`config.mk`:
```
export PLATFORM = sky130hd
export DESIGN_NAME = hmb_mailbox
export DESIGN_NICKNAME = d
export VERILOG_FILES = /design/src/shared/hmb_pkg.sv /design/src/shared/hmb_pin_if.sv /design/src/logic/hmb_mailbox.sv /design/src/logic/hmb_sync.sv
export SDC_FILE = /design/constraint.sdc
export NUM_CORES = 1
export LEC_CHECK = 0
export BUFFER_PORTS_ARGS = -buffer_cell sky130_fd_sc_hd__buf_2
export CAP_MARGIN = 10
export CORE_MARGIN = 3
export CORE_UTILIZATION = 50
export CTS_CLUSTER_SIZE = 14
export DETAILED_ROUTE_END_ITERATION = 7
export GPL_ROUTABILITY_DRIVEN = 0
export GPL_TIMING_DRIVEN = 0
export PLACE_DENSITY_LB_ADDON = 0.15
export SYNTH_ARGS = -nofsm -noshare
export SYNTH_HDL_FRONTEND = slang
export SYNTH_HIERARCHICAL = 1
export SYNTH_SLANG_ARGS = --single-unit
```
`constraint.sdc`:
```
create_clock -name clk_sys -period 4.8 [get_ports clk_sys]
set_input_delay 0.96 -clock clk_sys [delete_from_list [all_inputs] [get_ports clk_sys]]
set_output_delay 0.96 -clock clk_sys [all_outputs]
set_load 0.02 [all_outputs]
```
`src/shared/hmb_pkg.sv`:
```
// Constants and types shared by the dual channel host mailbox
package hmb_pkg;
    // ------------------------------------------------------------------
    // On-chip CPU register addresses
    // ------------------------------------------------------------------
    localparam logic [15:0] ADDR_PORT_CONTROL = 16'hFFF0;
    localparam logic [15:0] ADDR_CHAN1_INPUT = 16'hFFF4;
    localparam logic [15:0] ADDR_CHAN1_OUTPUT = 16'hFFF5;
    localparam logic [15:0] ADDR_CHAN1_STATUS = 16'hFFF6;
    localparam logic [15:0] ADDR_CHAN2_INPUT = 16'hFFFC;
    localparam logic [15:0] ADDR_CHAN2_OUTPUT = 16'hFFFD;
    localparam logic [15:0] ADDR_CHAN2_STATUS = 16'hFFFE;

    // ------------------------------------------------------------------
    // Field layouts and reset values
    // ------------------------------------------------------------------
    localparam int STAT_OUT_FULL = 0;
    localparam int STAT_IN_FULL = 1;
    localparam int STAT_CMD_DATA = 3;
    localparam logic [7:0] STAT_USER_MASK = 8'hF4;
    localparam logic [7:0] STAT_RESET = 8'h00;
    localparam int CTRL_HW_GATE = 0;
    localparam int CTRL_IRQ1_EN = 1;
    localparam int CTRL_IRQ2_EN = 2;
    localparam int CTRL_BITS = 3;
    localparam logic [7:0] CTRL_FIXED = 8'hF8;
    localparam logic [2:0] CTRL_RESET = 3'h0;
    localparam int GATE_DATA_BIT = 1;
    localparam logic GATE_INIT = 1'b1;

    // ------------------------------------------------------------------
    // Host commands seen by the gate decoder
    // ------------------------------------------------------------------
    localparam logic [7:0] CMD_GATE_WRITE = 8'hD1;
    localparam logic [7:0] CMD_GATE_NOP = 8'hFF;

    // Synchronised host pins: 2 selects, command/data, 2 strobes, 8 data
    localparam int PIN_W = 13;
    localparam logic [PIN_W-1:0] PIN_IDLE = 13'h1FFF;

    typedef enum {
        HMB_REG_NONE,
        HMB_REG_CTRL,
        HMB_REG_IN1,
        HMB_REG_OUT1,
        HMB_REG_STAT1,
        HMB_REG_IN2,
        HMB_REG_OUT2,
        HMB_REG_STAT2
    } hmb_reg_e;
endpackage : hmb_pkg

```
`src/shared/hmb_pin_if.sv`:
```
// Synchronised host pins passed from the synchroniser to the mailbox core
`timescale 1ns/1ps
`default_nettype none
interface hmb_pin_if;
    logic chan1_select_n;
    logic chan2_select_n;
    logic cmd_data_select;
    logic host_read_n;
    logic host_write_n;
    logic [7:0] host_bus;
    modport src (
        output chan1_select_n, chan2_select_n, cmd_data_select,
        output host_read_n, host_write_n, host_bus
    );
    modport dst (
        input chan1_select_n, chan2_select_n, cmd_data_select,
        input host_read_n, host_write_n, host_bus
    );
endinterface : hmb_pin_if
`default_nettype wire

```
`src/logic/hmb_mailbox.sv`:
```
// Dual channel host mailbox with fast gate-line control
//
// Function
// - Command/data flag follows select at write
// - Host write sets, CPU read clears input-full
// - Input-full: set on write rise, clear on read fall
// - CPU write sets, host read clears output-full
// - Output-full: set on write fall, clear on read rise
// - Input-full flags are CPU interrupt sources
// - Channel-2 write stores byte and command flag
// - Drive channel-2 output only during its read
// - Status resets to zero; hardware bits read-only
// - Bits 7-4 and 2 are CPU-writable user bits
// - Select picks output buffer or status; no overlap
// - Host write loads input buffer, command or data
// - Port works only while port enable is set
// - Control bit 0 enables hardware gate control
// - Hardware gate output starts at logic one
// - Only channel-1 writes steer the gate pin
// - Data after gate command drives pin from bit 1
// - Gate traffic raises no input-full flag
// - Other command cancels; repeated command restarts
// - Channel-1 write stores byte on write rise
// - Interrupts forwarded only when enable bit set
// - Control resets to F8, top bits read one
`timescale 1ns/1ps
`default_nettype none
module hmb_mailbox (
    input wire logic clk_sys,
    input wire logic rst,
    input wire logic standby,
    input wire logic host_port_enable,
    input wire logic gate_pin_direction,
    input wire logic sw_gate_level,
    input wire logic chan1_select_n,
    input wire logic chan2_select_n,
    input wire logic cmd_data_select,
    input wire logic host_read_n,
    input wire logic host_write_n,
    input wire logic [7:0] host_bus_in,
    output logic [7:0] host_bus_out,
    output logic host_bus_oe,
    input wire logic [15:0] cpu_addr,
    input wire logic cpu_rd,
    input wire logic cpu_wr,
    input wire logic [7:0] cpu_wdata,
    output logic [7:0] cpu_rdata,
    output logic chan1_full_irq,
    output logic chan2_full_irq,
    output logic gate_line_out,
    output logic gate_line_oe
);
    import hmb_pkg::*;

    // ------------------------------------------------------------------
    // State
    // ------------------------------------------------------------------
    typedef struct packed {
        logic [1:0][7:0] ibuf;
        logic [1:0][7:0] obuf;
        logic [1:0][7:0] stat;
        logic [CTRL_BITS-1:0] ctrl;
        logic gate;
        logic pending;
        logic hrd_n_q;
        logic hwr_n_q;
        logic [1:0] hsel;
        logic cd_sel;
        logic [7:0] hbus;
        logic crd_q;
        logic cwr_q;
        logic [15:0] caddr;
        logic [7:0] cwdata;
        logic [7:0] rdata;
        logic [7:0] hdata;
        logic hoe;
    } hmb_state_s;

    localparam hmb_state_s ST_RESET = '{
        gate: GATE_INIT,
        hrd_n_q: 1'b1,
        hwr_n_q: 1'b1,
        default: '0
    };

    hmb_state_s s;
    hmb_state_s next_s;
    hmb_pin_if pin ();

    logic wr_rise;
    logic rd_rise;
    logic [1:0] wr_ev;
    logic cpu_rd_fall;
    logic cpu_wr_fall;
    logic hw_gate;

    hmb_sync u_sync (
        .clk_sys (clk_sys),
        .rst (rst),
        .pins_raw ({chan1_select_n, chan2_select_n, cmd_data_select,
                    host_read_n, host_write_n, host_bus_in}),
        .pin (pin)
    );

    // ------------------------------------------------------------------
    // Register decode, shared by read data and strobe edges
    // ------------------------------------------------------------------
    function automatic hmb_reg_e decode(input logic [15:0] a);
        case (a)
            ADDR_PORT_CONTROL: decode = HMB_REG_CTRL;
            ADDR_CHAN1_INPUT: decode = HMB_REG_IN1;
            ADDR_CHAN1_OUTPUT: decode = HMB_REG_OUT1;
            ADDR_CHAN1_STATUS: decode = HMB_REG_STAT1;
            ADDR_CHAN2_INPUT: decode = HMB_REG_IN2;
            ADDR_CHAN2_OUTPUT: decode = HMB_REG_OUT2;
            ADDR_CHAN2_STATUS: decode = HMB_REG_STAT2;
            default: decode = HMB_REG_NONE;
        endcase
    endfunction : decode

    // Host strobe edges are taken from synchronised copies only
    assign wr_rise = host_port_enable & ~s.hwr_n_q
                   & pin.host_write_n;
    assign rd_rise = host_port_enable & ~s.hrd_n_q
                   & pin.host_read_n;
    assign wr_ev = wr_rise ? s.hsel : 2'b00;
    assign cpu_rd_fall = host_port_enable & s.crd_q & ~cpu_rd;
    assign cpu_wr_fall = host_port_enable & s.cwr_q & ~cpu_wr;
    assign hw_gate = s.ctrl[CTRL_HW_GATE];

    // ------------------------------------------------------------------
    // Next state
    // ------------------------------------------------------------------
    always_comb begin
        hmb_reg_e rreg;
        hmb_reg_e creg;
        logic is_cmd;
        logic gate_cmd;
        logic nop_cmd;
        logic raise;
        rreg = decode(cpu_addr);
        creg = decode(s.caddr);
        is_cmd = s.cd_sel;
        gate_cmd = is_cmd && (s.hbus == CMD_GATE_WRITE);
        nop_cmd = is_cmd && (s.hbus == CMD_GATE_NOP);
        raise = 1'b1;
        next_s = s;
        next_s.hrd_n_q = pin.host_read_n;
        next_s.hwr_n_q = pin.host_write_n;
        next_s.crd_q = cpu_rd;
        next_s.cwr_q = cpu_wr;

        // Latch address and data while a host strobe is low, since the
        // host may release them within a cycle of the rising edge
        if (!pin.host_write_n || !pin.host_read_n) begin
            next_s.hsel[0] = ~pin.chan1_select_n & pin.chan2_select_n;
            next_s.hsel[1] = pin.chan1_select_n & ~pin.chan2_select_n;
            next_s.cd_sel = pin.cmd_data_select;
            next_s.hbus = pin.host_bus;
        end
        if (cpu_rd || cpu_wr) begin
            next_s.caddr = cpu_addr;
        end
        if (cpu_wr) begin
            next_s.cwdata = cpu_wdata;
        end

        // Clears come first so a coinciding set wins
        if (cpu_rd_fall && creg == HMB_REG_IN1) begin
            next_s.stat[0][STAT_IN_FULL] = 1'b0;
        end
        if (cpu_rd_fall && creg == HMB_REG_IN2) begin
            next_s.stat[1][STAT_IN_FULL] = 1'b0;
        end
        for (int c = 0; c < 2; c++) begin
            if (rd_rise && s.hsel[c] && !s.cd_sel) begin
                next_s.stat[c][STAT_OUT_FULL] = 1'b0;
            end
        end

        // On-chip CPU writes take effect on the falling strobe edge
        if (cpu_wr_fall) begin
            case (creg)
                HMB_REG_CTRL: begin
                    next_s.ctrl = s.cwdata[CTRL_BITS-1:0];
                end
                HMB_REG_OUT1: begin
                    next_s.obuf[0] = s.cwdata;
                    next_s.stat[0][STAT_OUT_FULL] = 1'b1;
                end
                HMB_REG_OUT2: begin
                    next_s.obuf[1] = s.cwdata;
                    next_s.stat[1][STAT_OUT_FULL] = 1'b1;
                end
                HMB_REG_STAT1: begin
                    // Hardware bits come from next_s so a clear taken
                    // in this same cycle is not undone by the write
                    next_s.stat[0] = (next_s.stat[0] & ~STAT_USER_MASK)
                                   | (s.cwdata & STAT_USER_MASK);
                end
                HMB_REG_STAT2: begin
                    next_s.stat[1] = (next_s.stat[1] & ~STAT_USER_MASK)
                                   | (s.cwdata & STAT_USER_MASK);
                end
                default: begin
                end
            endcase
        end

        // Channel-1 host write, with the fast gate decoder
        if (wr_ev[0]) begin
            next_s.ibuf[0] = s.hbus;
            next_s.stat[0][STAT_CMD_DATA] = s.cd_sel;
            if (hw_gate) begin
                if (gate_cmd) begin
                    next_s.pending = 1'b1;
                    raise = 1'b0;
                end else if (!is_cmd && s.pending) begin
                    next_s.gate = s.hbus[GATE_DATA_BIT];
                    next_s.pending = 1'b0;
                    raise = 1'b0;
                end else begin
                    next_s.pending = 1'b0;
                    raise = !nop_cmd;
                end
            end
            if (raise) begin
                next_s.stat[0][STAT_IN_FULL] = 1'b1;
            end
        end

        // Channel-2 host write never reaches the gate decoder
        if (wr_ev[1]) begin
            next_s.ibuf[1] = s.hbus;
            next_s.stat[1][STAT_CMD_DATA] = s.cd_sel;
            next_s.stat[1][STAT_IN_FULL] = 1'b1;
        end

        // Registered read data for the on-chip CPU
        if (cpu_rd) begin
            case (host_port_enable ? rreg : HMB_REG_NONE)
                HMB_REG_CTRL: begin
                    next_s.rdata = CTRL_FIXED | 8'(s.ctrl);
                end
                HMB_REG_IN1: next_s.rdata = s.ibuf[0];
                HMB_REG_OUT1: next_s.rdata = s.obuf[0];
                HMB_REG_STAT1: next_s.rdata = s.stat[0];
                HMB_REG_IN2: next_s.rdata = s.ibuf[1];
                HMB_REG_OUT2: next_s.rdata = s.obuf[1];
                HMB_REG_STAT2: next_s.rdata = s.stat[1];
                default: next_s.rdata = 8'h00;
            endcase
        end

        // Host read path: select low on one channel only, no write
        next_s.hoe = host_port_enable && !pin.host_read_n
                   && pin.host_write_n
                   && (pin.chan1_select_n != pin.chan2_select_n);
        next_s.hdata = pin.cmd_data_select
                     ? s.stat[pin.chan1_select_n]
                     : s.obuf[pin.chan1_select_n];

        // Standby clears status and control like a reset
        if (standby) begin
            next_s.stat = {STAT_RESET, STAT_RESET};
            next_s.ctrl = CTRL_RESET;
            next_s.gate = GATE_INIT;
            next_s.pending = 1'b0;
        end
    end

    always_ff @(posedge clk_sys) begin
        if (rst) begin
            s <= ST_RESET;
        end else begin
            s <= next_s;
        end
    end

    // ------------------------------------------------------------------
    // Outputs
    // ------------------------------------------------------------------
    assign host_bus_out = s.hdata;
    assign host_bus_oe = s.hoe;
    assign cpu_rdata = s.rdata;
    assign chan1_full_irq = s.stat[0][STAT_IN_FULL]
                          & s.ctrl[CTRL_IRQ1_EN];
    assign chan2_full_irq = s.stat[1][STAT_IN_FULL]
                          & s.ctrl[CTRL_IRQ2_EN];
    // Software mode lets the CPU drive the line through its port bit
    assign gate_line_out = hw_gate ? s.gate : sw_gate_level;
    assign gate_line_oe = gate_pin_direction;
endmodule : hmb_mailbox
`default_nettype wire

```
`src/logic/hmb_sync.sv`:
```
// Three-stage filtering synchroniser for the asynchronous host pins
`timescale 1ns/1ps
`default_nettype none
module hmb_sync (
    input wire logic clk_sys,
    input wire logic rst,
    input wire logic [hmb_pkg::PIN_W-1:0] pins_raw,
    hmb_pin_if.src pin
);
    import hmb_pkg::*;

    typedef struct packed {
        logic [PIN_W-1:0] s1;
        logic [PIN_W-1:0] s2;
        logic [PIN_W-1:0] s3;
        logic [PIN_W-1:0] q;
    } hmb_sync_s;

    hmb_sync_s s;
    hmb_sync_s next_s;

    // ------------------------------------------------------------------
    // Filter: a bit moves only once stages two and three agree
    // ------------------------------------------------------------------
    always_comb begin
        next_s = s;
        next_s.s1 = pins_raw;
        next_s.s2 = s.s1;
        next_s.s3 = s.s2;
        next_s.q = (s.s2 & s.s3) | (s.q & (s.s2 ^ s.s3));
    end

    always_ff @(posedge clk_sys) begin
        if (rst) begin
            s <= '{s1: PIN_IDLE, s2: PIN_IDLE, s3: PIN_IDLE, q: PIN_IDLE};
        end else begin
            s <= next_s;
        end
    end

    assign pin.chan1_select_n = s.q[12];
    assign pin.chan2_select_n = s.q[11];
    assign pin.cmd_data_select = s.q[10];
    assign pin.host_read_n = s.q[9];
    assign pin.host_write_n = s.q[8];
    assign pin.host_bus = s.q[7:0];
endmodule : hmb_sync
`default_nettype wire

```
==> impl_metrics.ini <==
[status]
status = finished, final reports clean

[critical_path]
rrSetupSlack_ns = 2.75
startpoint = cpu_addr[1]
crit_required_ns = 5.14
cp-start-kind = input pin
r2r_cells = 5
worstSetupPathType = in -> reg
r2r-start = s[32]
crit_arrival_ns = 2.82
cp-end-kind = flop
timing.rr.end = s[67]
path_max_fanout = 10

[power_and_ir_drop]
power.leakage_uw = 0.00310
power_uw = 2890
p_per_area_mw_per_mm2 = 384
ir_drop_uv = 270

[cts]
cts_hold_buf = 0
post_cts_buffers = 0
clockBufferDepth = 2
cts_tree = yes
cts_sinks = 161
clockRootBuffer = clkbuf_16
clkLatencyLatePin_ns = 0.42
cts_buffers = 17
ctsResizeCount = 0
htree_levels = 4
clk_pin_slew_ns = 0.06

[detailed_routing]
wl_per_cell_um = 15.9
drc = 0
drt_wl_total_mm = 14.7
antenna_left = 0
drtPass1Iterations = 6
vias = 4899
avgViaCountPerCell = 5.29
drtIter0Drc = 388

[synth]
synth_edf_count = 0
synthArstFlopShare = 0
synth_area_leader_cell = dfxtp_1
netlist_area_mm2 = 0.00640
synth.avg_cell_area_um2 = 9.67
postSynthCellCount = 662
ys_top_cells_by_area = dfxtp_1 50%, mux2i_1 6.7%, nand2_1 6.7%
yosysWarningCount = 6
yosysSeqAreaShare = 0.504
synth.distinct_cells = 44
ys.flop_type = dfxtp_1
synth_nets = 722
ys_ff_latch = 161
yosysTopAreaCellShare = 0.504

[final_layout]
nNetsFinal = 805
antennaDiodeCount = 0
design_area_mm2 = 0.00752
fillCellCount = 1048
final_common_cell = dfxtp_1
instances_no_fill = 926
layout_common_cells = 161 x dfxtp_1, 114 x nand2_1, 65 x buf_2
syn_to_final_growth_pct = 17.6
drive_above_1_share = 0.194

[global_routing]
grt_max_degree = 17
grt_pass1_vias = 4898
overflow = 0
grt_pass1_wl_mm = 24.4
grt_use_total = 0.217
antenna_found_initial = 0

[placement]
postPlaceCellArea_mm2 = 0.00693
placement.io_buffers = 64
placed_cells = 894
place_hpwl_mm = 10.7

[worst_hold_path]
holdPathStages = 1
min_to = u_sync/next_s[24]
hp-start = u_sync/next_s[37]
hold_path.class = reg -> reg

[floorplanning]
coreArea_mm2 = 0.0123
start_util = 0.522
io_pins = 66
die_h_um = 119
die-area_mm2 = 0.0142
core.rowCount = 40
die_x_um = 119

[timing]
clock_skew_ns = 0.0143
hold_viol = 0
maxSlewViolCount = 0
slew_headroom = 0.332
finalSetupTns_ns = 0
worst_pin_slew_ns = 1.00
rsz0062_at_grt = no
finalSetupViolCount = 0
min_period_ns = 2.48
period_share = 0.517
fmax_ghz = 0.403

[flow_run]
cap_violations = 0
## layout make-up
class                   count  area [um2]  area share
repair buffers             64         320      0.0426
clock inverters            14         154      0.0205
flip-flops and latches    161        3220       0.428
well taps                 168         210      0.0279
plain buffers              60         365      0.0486
multi-input cells         435        2790       0.371
clock buffers              18         439      0.0584
inverters                   6        22.5     0.00299
## kinds of logic after synthesis
family	Yosys count	share of synthesized area
flip-flops	161	0.504
AO/OA/AOI/OAI	105	0.104
buffers and inverters	66	0.0606
multiplexers	53	0.0989
adder cells (fa/ha/maj)	15	0.0293
AND/OR/NAND/NOR	262	0.203
## cells in the mapped netlist, types with 3 or more instances
master and n:
dfxtp_1 161, nand2_1 114, a21oi_1 51, mux2i_1 43
nor2_1 41, or2_1 39, buf_4 25, clkbuf_1 24
ha_1 15, nor2b_1 13, a211o_1 11, o21ai_0 11
a22oi_1 9, mux4_2 8, and2_1 7, buf_6 6
inv_1 6, nand3_1 6, nand4_1 6, a221oi_1 5
nor3_1 5, a221o_1 4, buf_1 4, nor4b_1 4
o211ai_1 4, or2_2 4, or4_1 4, a31oi_1 3
and4_1 3, nor3b_1 3, o2bb2ai_1 3
## state kept, by name (all words and copies together), names as in the netlist
| register | count |
|---|---|
| cpu_rdata | 8 |
| host_bus_oe | 1 |
| host_bus_out | 8 |
| hw_gate | 1 |
| s | 91 |
| u_sync/next_s | 26 |
| u_sync/pin.chan1_select_n | 1 |
| u_sync/pin.chan2_select_n | 1 |
| u_sync/pin.cmd_data_select | 1 |
| u_sync/pin.host_bus | 8 |
| u_sync/pin.host_read_n | 1 |
| u_sync/pin.host_write_n | 1 |
| u_sync/s | 13 |
## where the power goes
group | internal (uW) | switching (uW)
logic | 61.7 | 84.0
clock network | 787 | 555
registers | 1370 | 29.1
## worst max-delay path by stage
stage                     depth (start not counted)       endpoint
after floorplan                                   6          s[76]
after global placement                            7   cpu_rdata[0]
after detailed placement                          5          s[84]
after CTS                                         3  gate_line_out
after global routing                              7   cpu_rdata[2]
final                                             7   cpu_rdata[2]
## layer usage
metal | wire length (um) | GRT usage | vias to the layer above | part of all wire
met4 | 234 | 0.0702 | 0 | 0.016
met5 | 0 | 0 | - | 0
met2 | 6630 | 0.342 | 152 | 0.45
met1 | 6910 | 0.291 | 2295 | 0.47
met3 | 978 | 0.0575 | 20 | 0.066
li1 | - | - | 2432 | -
## through the flow
stage / util / hold slack [ns] / worst slack, ns
3_5_place_dp: 0.565 / 0.389 / 1.95
2_1_floorplan: - / 0.383 / 2.30
6_report: 0.614 / 0.402 / 2.32
3_3_place_gp: 0.565 / 0.386 / 2.00
5_1_grt: 0.614 / 0.416 / 2.12
4_1_cts: 0.614 / 0.405 / 2.37
## worst max-delay path, cell delays in order
cell and delay, ns:
buf_2 0.09, buf_2 0.23, nor3b_1 0.84, a22oi_1 0.21, o211ai_1 0.16, a22oi_1 0.11, o21ai_0 0.21
Note: power is estimated with default switching activity, not from simulation.
